<file path="src/hdl/rofc_pkg.sv">
// rofc_pkg: register map, field positions, reset values and timing for the
// ring oscillator frequency counter.
// assumes a single 200 MHz core clock domain.
package rofc_pkg;
  localparam int          ADDR_W          = 4;
  localparam logic [3:0]  OFS_CONTROL     = 4'h0;
  localparam logic [3:0]  OFS_RELOAD      = 4'h4;
  localparam logic [3:0]  OFS_DOWNCNT     = 4'h8;
  localparam logic [3:0]  OFS_TALLY       = 4'hC;
  localparam int          BIT_ENABLE      = 0;
  localparam int          BIT_GO          = 1;
  localparam int          BIT_FLAG        = 4;
  localparam int          BIT_IRQ_EN      = 7;
  localparam int          INTERVAL_W      = 16;
  localparam int          TALLY_W         = 24;
  localparam logic [15:0] RELOAD_RST      = 16'hFFFF;
  localparam logic [15:0] DOWNCNT_RST     = 16'hFFFF;
  localparam logic [23:0] TALLY_RST       = 24'h000000;
  localparam int          CLK_MHZ         = 200;
  localparam int          SETTLE_US       = 500;
  localparam int          SETTLE_CYCLES   = SETTLE_US * CLK_MHZ;
  localparam int          SYNC_STAGES     = 2;
endpackage

</file>
<file path="src/hdl/rofc_top.sv">
// rofc_top: ring oscillator frequency counter with its register port.
// assumes a one-cycle read/write strobe register port; read data the next cycle.
//
// Decided for this implementation: strobed register access.
`timescale 1ns/1ps
`default_nettype none

module rofc_top (
  input  wire logic                     core_clk,
  input  wire logic                     sys_rst,
  input  wire logic [rofc_pkg::ADDR_W-1:0] reg_addr,
  input  wire logic [31:0]              reg_wdata,
  input  wire logic [3:0]               reg_be,
  input  wire logic                     reg_wr,
  input  wire logic                     reg_rd,
  output logic [31:0]                   reg_rdata,
  input  wire logic                     osc_clk,
  output logic                          osc_enable,
  output logic                          irq
);
  import rofc_pkg::*;

  logic [31:0] rdata_ff;
  logic        enable_ff;
  logic        go_ff;
  logic        flag_ff;
  logic        irq_en_ff;
  logic [15:0] reload_ff;
  logic [15:0] downcnt_ff;
  logic [23:0] tally_ff;
  logic        irq_ff;
  logic        osc_rise;
  logic        wr_ctl;
  logic        wr_rel;
  logic        start;
  logic        underflow;
  logic [31:0] ctl_view;
  logic [31:0] reload_merged;

  // merge byte lanes of a write onto an old word
  function automatic logic [31:0] lane_merge(input logic [31:0] old_w,
                                             input logic [31:0] new_w,
                                             input logic [3:0]  be);
    logic [31:0] res;
    res = old_w;
    for (int i = 0; i < 4; i++)
    begin
      if (be[i])
        res[i*8 +: 8] = new_w[i*8 +: 8];
    end
    return res;
  endfunction

  // oscillator edge synchroniser
  rofc_edge_sync u_sync (
    .core_clk   (core_clk),
    .sys_rst    (sys_rst),
    .osc_in     (osc_clk),
    .rise_pulse (osc_rise)
  );

  // address decode; byte enables select lanes
  assign wr_ctl    = reg_wr && (reg_addr == OFS_CONTROL) && reg_be[0];
  assign wr_rel    = reg_wr && (reg_addr == OFS_RELOAD);
  assign start     = wr_ctl && reg_wdata[BIT_GO] && !go_ff;
  assign underflow = go_ff && !start && (downcnt_ff == 16'h0000);
  assign reload_merged = lane_merge({16'h0000, reload_ff}, reg_wdata, reg_be);

  assign ctl_view = {24'h000000, irq_en_ff, 2'b00, flag_ff, 2'b00, go_ff, enable_ff};

  // control bits: enable and irq enable
  always_ff @(posedge core_clk)
  begin
    if (sys_rst)
    begin
      enable_ff <= 1'b0;
      irq_en_ff <= 1'b0;
    end
    else if (wr_ctl)
    begin
      enable_ff <= reg_wdata[BIT_ENABLE];
      irq_en_ff <= reg_wdata[BIT_IRQ_EN];
    end
  end

  // measurement go bit
  always_ff @(posedge core_clk)
  begin
    if (sys_rst)
      go_ff <= 1'b0;
    else if (wr_ctl)
      go_ff <= reg_wdata[BIT_GO];
    else if (underflow)
      go_ff <= 1'b0;
  end

  // flag: underflow set wins over software clear
  always_ff @(posedge core_clk)
  begin
    if (sys_rst)
      flag_ff <= 1'b0;
    else if (underflow)
      flag_ff <= 1'b1;
    else if (wr_ctl && reg_wdata[BIT_FLAG])
      flag_ff <= 1'b0;
  end

  // reload value register
  always_ff @(posedge core_clk)
  begin
    if (sys_rst)
      reload_ff <= RELOAD_RST;
    else if (wr_rel)
      reload_ff <= reload_merged[15:0];
  end

  // interval down counter
  always_ff @(posedge core_clk)
  begin
    if (sys_rst)
      downcnt_ff <= DOWNCNT_RST;
    else if (start)
      downcnt_ff <= reload_ff;
    else if (go_ff && downcnt_ff != 16'h0000)
      downcnt_ff <= downcnt_ff - 16'h0001;
  end

  // tally of oscillator edges during the window
  always_ff @(posedge core_clk)
  begin
    if (sys_rst)
      tally_ff <= TALLY_RST;
    else if (start)
      tally_ff <= TALLY_RST;
    else if (go_ff && osc_rise)
      tally_ff <= tally_ff + 24'h000001;
  end

  // interrupt request output
  always_ff @(posedge core_clk)
  begin
    if (sys_rst)
      irq_ff <= 1'b0;
    else
      irq_ff <= (flag_ff || underflow) && irq_en_ff;
  end

  // read data, valid the cycle after the strobe
  always_ff @(posedge core_clk)
  begin
    if (sys_rst)
      rdata_ff <= 32'h00000000;
    else if (reg_rd)
    begin
      case (reg_addr)
        OFS_CONTROL: rdata_ff <= ctl_view;
        OFS_RELOAD:  rdata_ff <= {16'h0000, reload_ff};
        OFS_DOWNCNT: rdata_ff <= {16'h0000, downcnt_ff};
        OFS_TALLY:   rdata_ff <= {8'h00, tally_ff};
        default:     rdata_ff <= 32'h00000000;
      endcase
    end
    else
      rdata_ff <= 32'h00000000;
  end

  assign reg_rdata  = rdata_ff;
  assign osc_enable = enable_ff;
  assign irq        = irq_ff;

  // binds software; no hardware check of the settle time

  chk_underflow_clears: assert property (@(posedge core_clk) disable iff (sys_rst)
    (underflow && !wr_ctl) |=> !go_ff)
    else $error("go not cleared at underflow");
  chk_flag_sets: assert property (@(posedge core_clk) disable iff (sys_rst)
    underflow |=> flag_ff)
    else $error("flag not set at underflow");
  chk_flag_clear: assert property (@(posedge core_clk) disable iff (sys_rst)
    (wr_ctl && reg_wdata[BIT_FLAG] && !underflow) |=> !flag_ff)
    else $error("flag not cleared by write one");
  chk_flag_keep: assert property (@(posedge core_clk) disable iff (sys_rst)
    (flag_ff && !(wr_ctl && reg_wdata[BIT_FLAG])) |=> flag_ff)
    else $error("flag lost without clear");
  chk_irq_gate: assert property (@(posedge core_clk) disable iff (sys_rst)
    !irq_en_ff |=> !irq_ff)
    else $error("irq while disabled");
  chk_irq_follow: assert property (@(posedge core_clk) disable iff (sys_rst)
    (flag_ff && irq_en_ff) |=> irq_ff)
    else $error("irq missing");
  chk_start_load: assert property (@(posedge core_clk) disable iff (sys_rst)
    start |=> (downcnt_ff == $past(reload_ff)) && (tally_ff == 24'h000000))
    else $error("start did not reload");
  chk_count_down: assert property (@(posedge core_clk) disable iff (sys_rst)
    (go_ff && !start && !wr_ctl && downcnt_ff != 16'h0000) |=> downcnt_ff == $past(downcnt_ff) - 16'h0001)
    else $error("interval counter stalled");
  chk_tally_idle: assert property (@(posedge core_clk) disable iff (sys_rst)
    (!go_ff && !start) |=> $stable(tally_ff))
    else $error("tally moved outside window");
  chk_enable_pin: assert property (@(posedge core_clk) disable iff (sys_rst)
    wr_ctl |=> osc_enable == $past(reg_wdata[BIT_ENABLE]))
    else $error("enable not applied");
  chk_enable_hold: assert property (@(posedge core_clk) disable iff (sys_rst)
    !wr_ctl |=> $stable(osc_enable))
    else $error("enable moved without write");

  // window length tracker: cycles spent counting since the last start
  logic [15:0] win_len_ff;
  logic [15:0] win_ref_ff;
  always_ff @(posedge core_clk)
  begin
    if (sys_rst)
    begin
      win_len_ff <= 16'h0000;
      win_ref_ff <= RELOAD_RST;
    end
    else if (start)
    begin
      win_len_ff <= 16'h0000;
      win_ref_ff <= reload_ff;
    end
    else if (go_ff)
      win_len_ff <= win_len_ff + 16'h0001;
  end

  // window length and go bit life time
  chk_window_len: assert property (@(posedge core_clk) disable iff (sys_rst)
    underflow |-> win_len_ff == win_ref_ff)
    else $error("window length differs from reload");
  chk_go_hold: assert property (@(posedge core_clk) disable iff (sys_rst)
    (go_ff && !underflow && !wr_ctl) |=> go_ff)
    else $error("go dropped before underflow");
  chk_go_start: assert property (@(posedge core_clk) disable iff (sys_rst)
    start |=> go_ff)
    else $error("go not set by start");
  chk_go_stop: assert property (@(posedge core_clk) disable iff (sys_rst)
    (wr_ctl && !reg_wdata[BIT_GO]) |=> !go_ff)
    else $error("go not stopped by write zero");
  chk_stop_holds: assert property (@(posedge core_clk) disable iff (sys_rst)
    (!go_ff && !start) |=> $stable(downcnt_ff))
    else $error("interval counter moved while stopped");
  chk_no_restart: assert property (@(posedge core_clk) disable iff (sys_rst)
    (wr_ctl && go_ff && reg_wdata[BIT_GO] && downcnt_ff != 16'h0000) |=> downcnt_ff == $past(downcnt_ff) - 16'h0001)
    else $error("running window restarted");

  // tally counting only on oscillator edges
  chk_tally_step: assert property (@(posedge core_clk) disable iff (sys_rst)
    (go_ff && !start && osc_rise) |=> tally_ff == $past(tally_ff) + 24'h000001)
    else $error("tally missed an edge");
  chk_tally_hold: assert property (@(posedge core_clk) disable iff (sys_rst)
    (go_ff && !start && !osc_rise) |=> $stable(tally_ff))
    else $error("tally moved without edge");

  // flag and interrupt quiet paths
  chk_flag_quiet: assert property (@(posedge core_clk) disable iff (sys_rst)
    (!flag_ff && !underflow) |=> !flag_ff)
    else $error("flag set without underflow");
  chk_irq_drop: assert property (@(posedge core_clk) disable iff (sys_rst)
    (!flag_ff && !underflow) |=> !irq_ff)
    else $error("irq without flag");

  // byte lanes and read-only registers
  chk_ctl_lane: assert property (@(posedge core_clk) disable iff (sys_rst)
    (reg_wr && reg_addr == OFS_CONTROL && !reg_be[0]) |=> $stable(enable_ff) && $stable(irq_en_ff))
    else $error("control changed without byte lane 0");
  chk_reload_lane: assert property (@(posedge core_clk) disable iff (sys_rst)
    (wr_rel && !reg_be[1]) |=> reload_ff[15:8] == $past(reload_ff[15:8]))
    else $error("reload upper byte changed without its lane");
  chk_reload_low: assert property (@(posedge core_clk) disable iff (sys_rst)
    (wr_rel && reg_be[0]) |=> reload_ff[7:0] == $past(reg_wdata[7:0]))
    else $error("reload lower byte not written");
  chk_downcnt_ro: assert property (@(posedge core_clk) disable iff (sys_rst)
    (reg_wr && reg_addr == OFS_DOWNCNT && !go_ff) |=> $stable(downcnt_ff))
    else $error("interval counter written by software");
  chk_tally_ro: assert property (@(posedge core_clk) disable iff (sys_rst)
    (reg_wr && reg_addr == OFS_TALLY && !go_ff) |=> $stable(tally_ff))
    else $error("tally written by software");

  // read port contents
  chk_rdata_idle: assert property (@(posedge core_clk) disable iff (sys_rst)
    !reg_rd |=> reg_rdata == 32'h00000000)
    else $error("read data not zero outside read");
  chk_flag_read: assert property (@(posedge core_clk) disable iff (sys_rst)
    (reg_rd && reg_addr == OFS_CONTROL) |=> reg_rdata[BIT_FLAG] == $past(flag_ff))
    else $error("flag read back wrong");
  chk_tally_read: assert property (@(posedge core_clk) disable iff (sys_rst)
    (reg_rd && reg_addr == OFS_TALLY) |=> reg_rdata == {8'h00, $past(tally_ff)})
    else $error("tally read back wrong");
  chk_downcnt_read: assert property (@(posedge core_clk) disable iff (sys_rst)
    (reg_rd && reg_addr == OFS_DOWNCNT) |=> reg_rdata == {16'h0000, $past(downcnt_ff)})
    else $error("interval counter read back wrong");
  chk_reload_read: assert property (@(posedge core_clk) disable iff (sys_rst)
    (reg_rd && reg_addr == OFS_RELOAD) |=> reg_rdata == {16'h0000, $past(reload_ff)})
    else $error("reload read back wrong");
endmodule
`default_nettype wire

</file>
<file path="src/hdl/rofc_edge_sync.sv">
// rofc_edge_sync: brings the asynchronous oscillator into the core clock
// domain and emits one pulse per rising oscillator edge.
// assumes the oscillator runs well below half the core clock rate.
`timescale 1ns/1ps
`default_nettype none
module rofc_edge_sync (
  input  wire logic core_clk,
  input  wire logic sys_rst,
  input  wire logic osc_in,
  output logic      rise_pulse
);
  import rofc_pkg::*;

  logic sync1_ff;
  logic sync2_ff;
  logic prev_ff;

  // two-stage synchroniser, then edge detect on the second stage only
  always_ff @(posedge core_clk)
  begin
    if (sys_rst)
    begin
      sync1_ff <= 1'b0;
      sync2_ff <= 1'b0;
      prev_ff  <= 1'b0;
    end
    else
    begin
      sync1_ff <= osc_in;
      sync2_ff <= sync1_ff;
      prev_ff  <= sync2_ff;
    end
  end

  assign rise_pulse = sync2_ff & ~prev_ff;
endmodule
`default_nettype wire

</file>
<file path="config.mk">
export PLATFORM = sky130hd
export DESIGN_NAME = rofc_top
export DESIGN_NICKNAME = d
export VERILOG_FILES = /design/src/hdl/rofc_pkg.sv /design/src/hdl/rofc_top.sv /design/src/hdl/rofc_edge_sync.sv
export SDC_FILE = /design/constraint.sdc
export NUM_CORES = 1
export LEC_CHECK = 0
export ABC_AREA = 0
export BUFFER_PORTS_ARGS = -buffer_cell sky130_fd_sc_hd__buf_4
export CAP_MARGIN = 10
export CORE_MARGIN = 4
export CORE_UTILIZATION = 50
export CTS_CLUSTER_SIZE = 12
export DETAILED_ROUTE_END_ITERATION = 10
export HOLD_SLACK_MARGIN = 0.02
export PLACE_DENSITY = 0.76
export SYNTH_ARGS = -nofsm -noshare
export SYNTH_HDL_FRONTEND = slang
export SYNTH_HIERARCHICAL = 1
export SYNTH_SLANG_ARGS = --single-unit
</file>
<file path="constraint.sdc">
create_clock -name core_clk -period 2.13 [get_ports core_clk]
set_clock_uncertainty 0.2 [all_clocks]
set_input_delay 0.5325 -clock core_clk [delete_from_list [all_inputs] [get_ports core_clk]]
set_output_delay 0.5325 -clock core_clk [all_outputs]
set_load 0.01 [all_outputs]
</file>
==> results.txt <==
The maximum root-to-sink buffer count came out at 2. The number of buffers and inverters on the critical path is 1. The iteration count of the initial detailed-routing pass is 7. The die boundary width is 98.2 um. The first global-routing pass estimated 18.5 mm of wire. The final net count is 617. The kind of cell adding the most delay to the critical path is simple AND/OR/NAND/NOR gates. The launching point of the worst reg2reg path is downcnt_ff[10]. The die is 98.2 um tall.

The post-route core utilization is 0.670. Summed over all nets, the half-perimeter wirelength after detailed placement is 8.46 mm. The post-synthesis async set-or-reset flop share came out at 0. The tightest min-delay check is of the input port to flop type. The total die area is 0.00964 mm2. Before CTS, the worst setup slack after placement is -0.0679 ns. The number of antenna violations at the first check in global routing came out at 0. The adder-cell area share of the yosys netlist came out at 0.00923. The clock-pin slew reported for the worst setup and hold paths after clock tree synthesis came out at 0.09 ns. The kind of end point of the critical path is a flop. The final period demand of the worst path came out at 2.10 ns. For this design the ratio of total power to cell area is 598 mW/mm2. The fraction of synthesized cell area in xor and xnor cells came out at 0.0237.

Input and output buffers added on the ports amount to 52. The worst reg2reg path depth came out at 5. In the routed layout, each cell is associated on average with a via count of 5.91. The type of the setup path with the least slack is flop to flop. The via count of the first global-routing pass is 3,852. The tree built by TritonCTS fans out to 88 sinks. Leaving out fill and tap cells, the most frequent cells in the layout are 112 x sky130_fd_sc_hd__buf_4, 85 x sky130_fd_sc_hd__dfxtp_1, 60 x sky130_fd_sc_hd__nand2_1. The boundary pin count is 79. The vias after detailed routing is 3,998. The most common library cell in the layout ignoring fill and taps is sky130_fd_sc_hd__buf_4. The detailed router finished its first iteration with 302 violations. The leading register cell type out of synthesis is sky130_fd_sc_hd__dfxtp_1. The initial utilization of the core area, before any placement, comes to 0.521. The total number of placement rows is 32. The final worst slack came out at 0.0262 ns. At the end of routability-driven placement, the weighted congestion stood at 0.914.

The arrival time at the worst endpoint is 2.20 ns. In this run the worst setup path terminates at downcnt_ff[2]. The period utilization came out at 0.988.

The synthesized instance count came out at 473. On the critical path, the stage with the largest delay is an instance of sky130_fd_sc_hd__or4_4. The cell depth of the worst setup path is 5.

The aggregate routed wire length came out at 11.6 mm. Of the total synthesized cell area, the portion taken by AND, OR, NAND and NOR gates is 0.280. TritonCTS built the clock tree. The number of synthesized register bits came out at 88. The maximum operating frequency came out at 0.475 GHz.

The total overflow reported by the global router is 0. The type of element launching the critical path is a flop. The aggregate negative setup slack came out at 0 ns. The main combinational cell family by area after synthesis is simple AND/OR/NAND/NOR gates. For the worst setup path, the data required time is 2.23 ns. For this design the static power due to leakage is 2.03 nW. On the worst path, the slowest cell contributes a delay of 0.63 ns. The minimum setup slack among reg-to-reg paths came out at 0.03 ns. The synthesized design contains 0 enable-type register cells. Walking the worst path, the cells encountered are or4_4 -> o41ai_4 -> buf_4 -> mux2i_1 -> a21o_1. The number of pins with negative max-slew slack in the final report came out at 0. In this run, CTS created clock tree buffers numbering 9. The post-synthesis compound-gate area fraction was 0.166. The global router's overall resource usage came out at 0.235.

The number of distinct standard cells referenced by the synthesized netlist is 58. The share of post-route cells with drive strength above 1 came out at 0.289. The flow ran to the end, and the final reports show no timing, DRC or antenna violations. The part of the Yosys area used for sequential elements came out at 0.433.

The H-tree depth is 3. The post-detailed-route DRC marker count came out at 0. The worst reg2reg path endpoint is downcnt_ff[2]. The mean routed wirelength per cell came out at 17.1 um. The max-cap violation count came out at 0.

Clock tree synthesis selected as its root buffer the cell sky130_fd_sc_hd__clkbuf_8. At the later pin of the worst-skew pair, clock insertion delay measures 0.35 ns. The pin count of the biggest net entering global routing is 24.

The count of endpoints failing hold in the final timing report is 0. The fraction of synthesized area in multiplexers came out at 0.0305. In this run the standard cell core region covers 0.00781 mm2.

In this run the cell area of the synthesized design comes to 0.00407 mm2. The average size of a mapped cell is 8.60 um2. The count of synthesis-stage warnings from yosys is 6. The worst-case IR drop observed on VDD is 0.434 mV. The area growth from synthesis to layout is 28.6%. The setup-violating endpoint count in the final report is 0. The number of nets with antenna violations after routing came out at 0. Of all nets on the critical path, the largest fanout is 8. Setup repair after global routing could not meet its margin everywhere.

The repair_antennas step left the layout with diodes totalling 0. Tracing the worst setup path back leads to its startpoint at downcnt_ff[10].
report_power, final:
part	switching [mW]	internal (mW)
clock	0.612	0.670
sequential	0.00876	1.65
combinational	0.0959	0.0878
cell usage after synthesis, types with 2 or more instances:
cell                       count  area [um2]
sky130_fd_sc_hd__clkbuf_1     18        67.6
sky130_fd_sc_hd__a22oi_1      17         128
sky130_fd_sc_hd__o211ai_1      6        45.0
sky130_fd_sc_hd__xnor2_1       4        35.0
sky130_fd_sc_hd__nor2_1       20        75.1
sky130_fd_sc_hd__and3_1        7        43.8
sky130_fd_sc_hd__o31ai_1       7        52.6
sky130_fd_sc_hd__and4_1        6        52.6
sky130_fd_sc_hd__and2_1       12        75.1
sky130_fd_sc_hd__o21ai_0       9        45.0
sky130_fd_sc_hd__inv_1         9        33.8
sky130_fd_sc_hd__dfxtp_1      88        1760
sky130_fd_sc_hd__o211ai_2      2        25.0
sky130_fd_sc_hd__nor4_1        5        31.3
sky130_fd_sc_hd__or4_1        10        75.1
sky130_fd_sc_hd__nand4_1      12        75.1
sky130_fd_sc_hd__buf_6         3        33.8
sky130_fd_sc_hd__mux2i_1       9        90.1
sky130_fd_sc_hd__nand2_1      60         225
sky130_fd_sc_hd__mux2_2        3        33.8
sky130_fd_sc_hd__a31oi_1       5        31.3
sky130_fd_sc_hd__xor2_1        7        61.3
sky130_fd_sc_hd__nand2b_1      2        12.5
sky130_fd_sc_hd__nor4b_1       5        43.8
sky130_fd_sc_hd__or2_2         4        25.0
sky130_fd_sc_hd__nor2b_1       4        25.0
sky130_fd_sc_hd__nor3_1       10        50.1
sky130_fd_sc_hd__ha_1          3        37.5
sky130_fd_sc_hd__nand3_1      34         170
sky130_fd_sc_hd__buf_2         6        30.0
sky130_fd_sc_hd__or3_1         9        56.3
sky130_fd_sc_hd__buf_4         8        60.1
sky130_fd_sc_hd__nor3b_1       3        22.5
sky130_fd_sc_hd__a21oi_1      42         210
sequential cells by signal, summed over array words and instances (netlist names):
name             flops
reg_rdata           24
irq                  1
downcnt_ff          16
u_sync/sync2_ff      1
u_sync/sync1_ff      1
reload_ff           16
osc_enable           1
go_ff                1
u_sync/prev_ff       1
irq_en_ff            1
tally_ff            24
flag_ff              1
layer usage:
| layer | vias to the layer above | GRT usage | wire length, um |
|---|---|---|---|
| li1 | 1910 | - | - |
| met1 | 1879 | 0.291 | 4880 |
| met2 | 180 | 0.403 | 5540 |
| met3 | 29 | 0.0464 | 852 |
| met4 | 0 | 0.0924 | 281 |
| met5 | - | 0 | 0 |
stage by stage:
step,hold slack (ns),power [mW],std cells,instance area [um2]
after floorplan,0.214,1.80,480,4120
after global placement,0.225,1.88,659,4920
after detailed placement,0.228,1.88,659,4920
after CTS,0.177,3.14,675,5160
after global routing,0.185,3.21,676,5230
final,0.182,3.13,676,5230
worst min path at each step:
stage	end	cells past startpoint	from	slack, ns
2_1_floorplan	u_sync/sync2_ff	1	u_sync/sync1_ff	0.21
3_3_place_gp	u_sync/sync2_ff	1	u_sync/sync1_ff	0.22
3_5_place_dp	u_sync/sync2_ff	1	u_sync/sync1_ff	0.23
4_1_cts	u_sync/sync1_ff	2	osc_clk	0.18
5_1_grt	reload_ff[5]	3	reg_wdata[5]	0.19
6_report	u_sync/sync1_ff	2	osc_clk	0.18
kinds of logic after synthesis:
| family | count (synthesis) |
|---|---|
| other | 1 |
| and+or+nand+nor | 211 |
| adders and majority gates | 3 |
| muxes | 12 |
| AOI/OAI and AO/OA | 102 |
| xor gates and xnor gates | 11 |
| buffers and inverters | 45 |
| DFF | 88 |
final cells by class:
type / instances / area, um2
Tap cell: 102 / 128
Inverter: 9 / 33.8
Timing Repair Buffer: 114 / 881
Clock buffer: 10 / 128
Sequential cell: 88 / 1770
Multi-Input combinational cell: 347 / 2200
Clock inverter: 6 / 91.3
Fill cell: 637 / 2580
what timing repair did:
item | 4_1_cts | 5_1_grt
gates cloned | 0 | 0
pin swaps | 3 | 5
resized for setup | 7 | 13
setup endpoints to repair | 9 | 14
buffers inserted | 0 | 1
hold buffers | 0 | 0
Note: power is estimated with default switching activity, not from simulation.
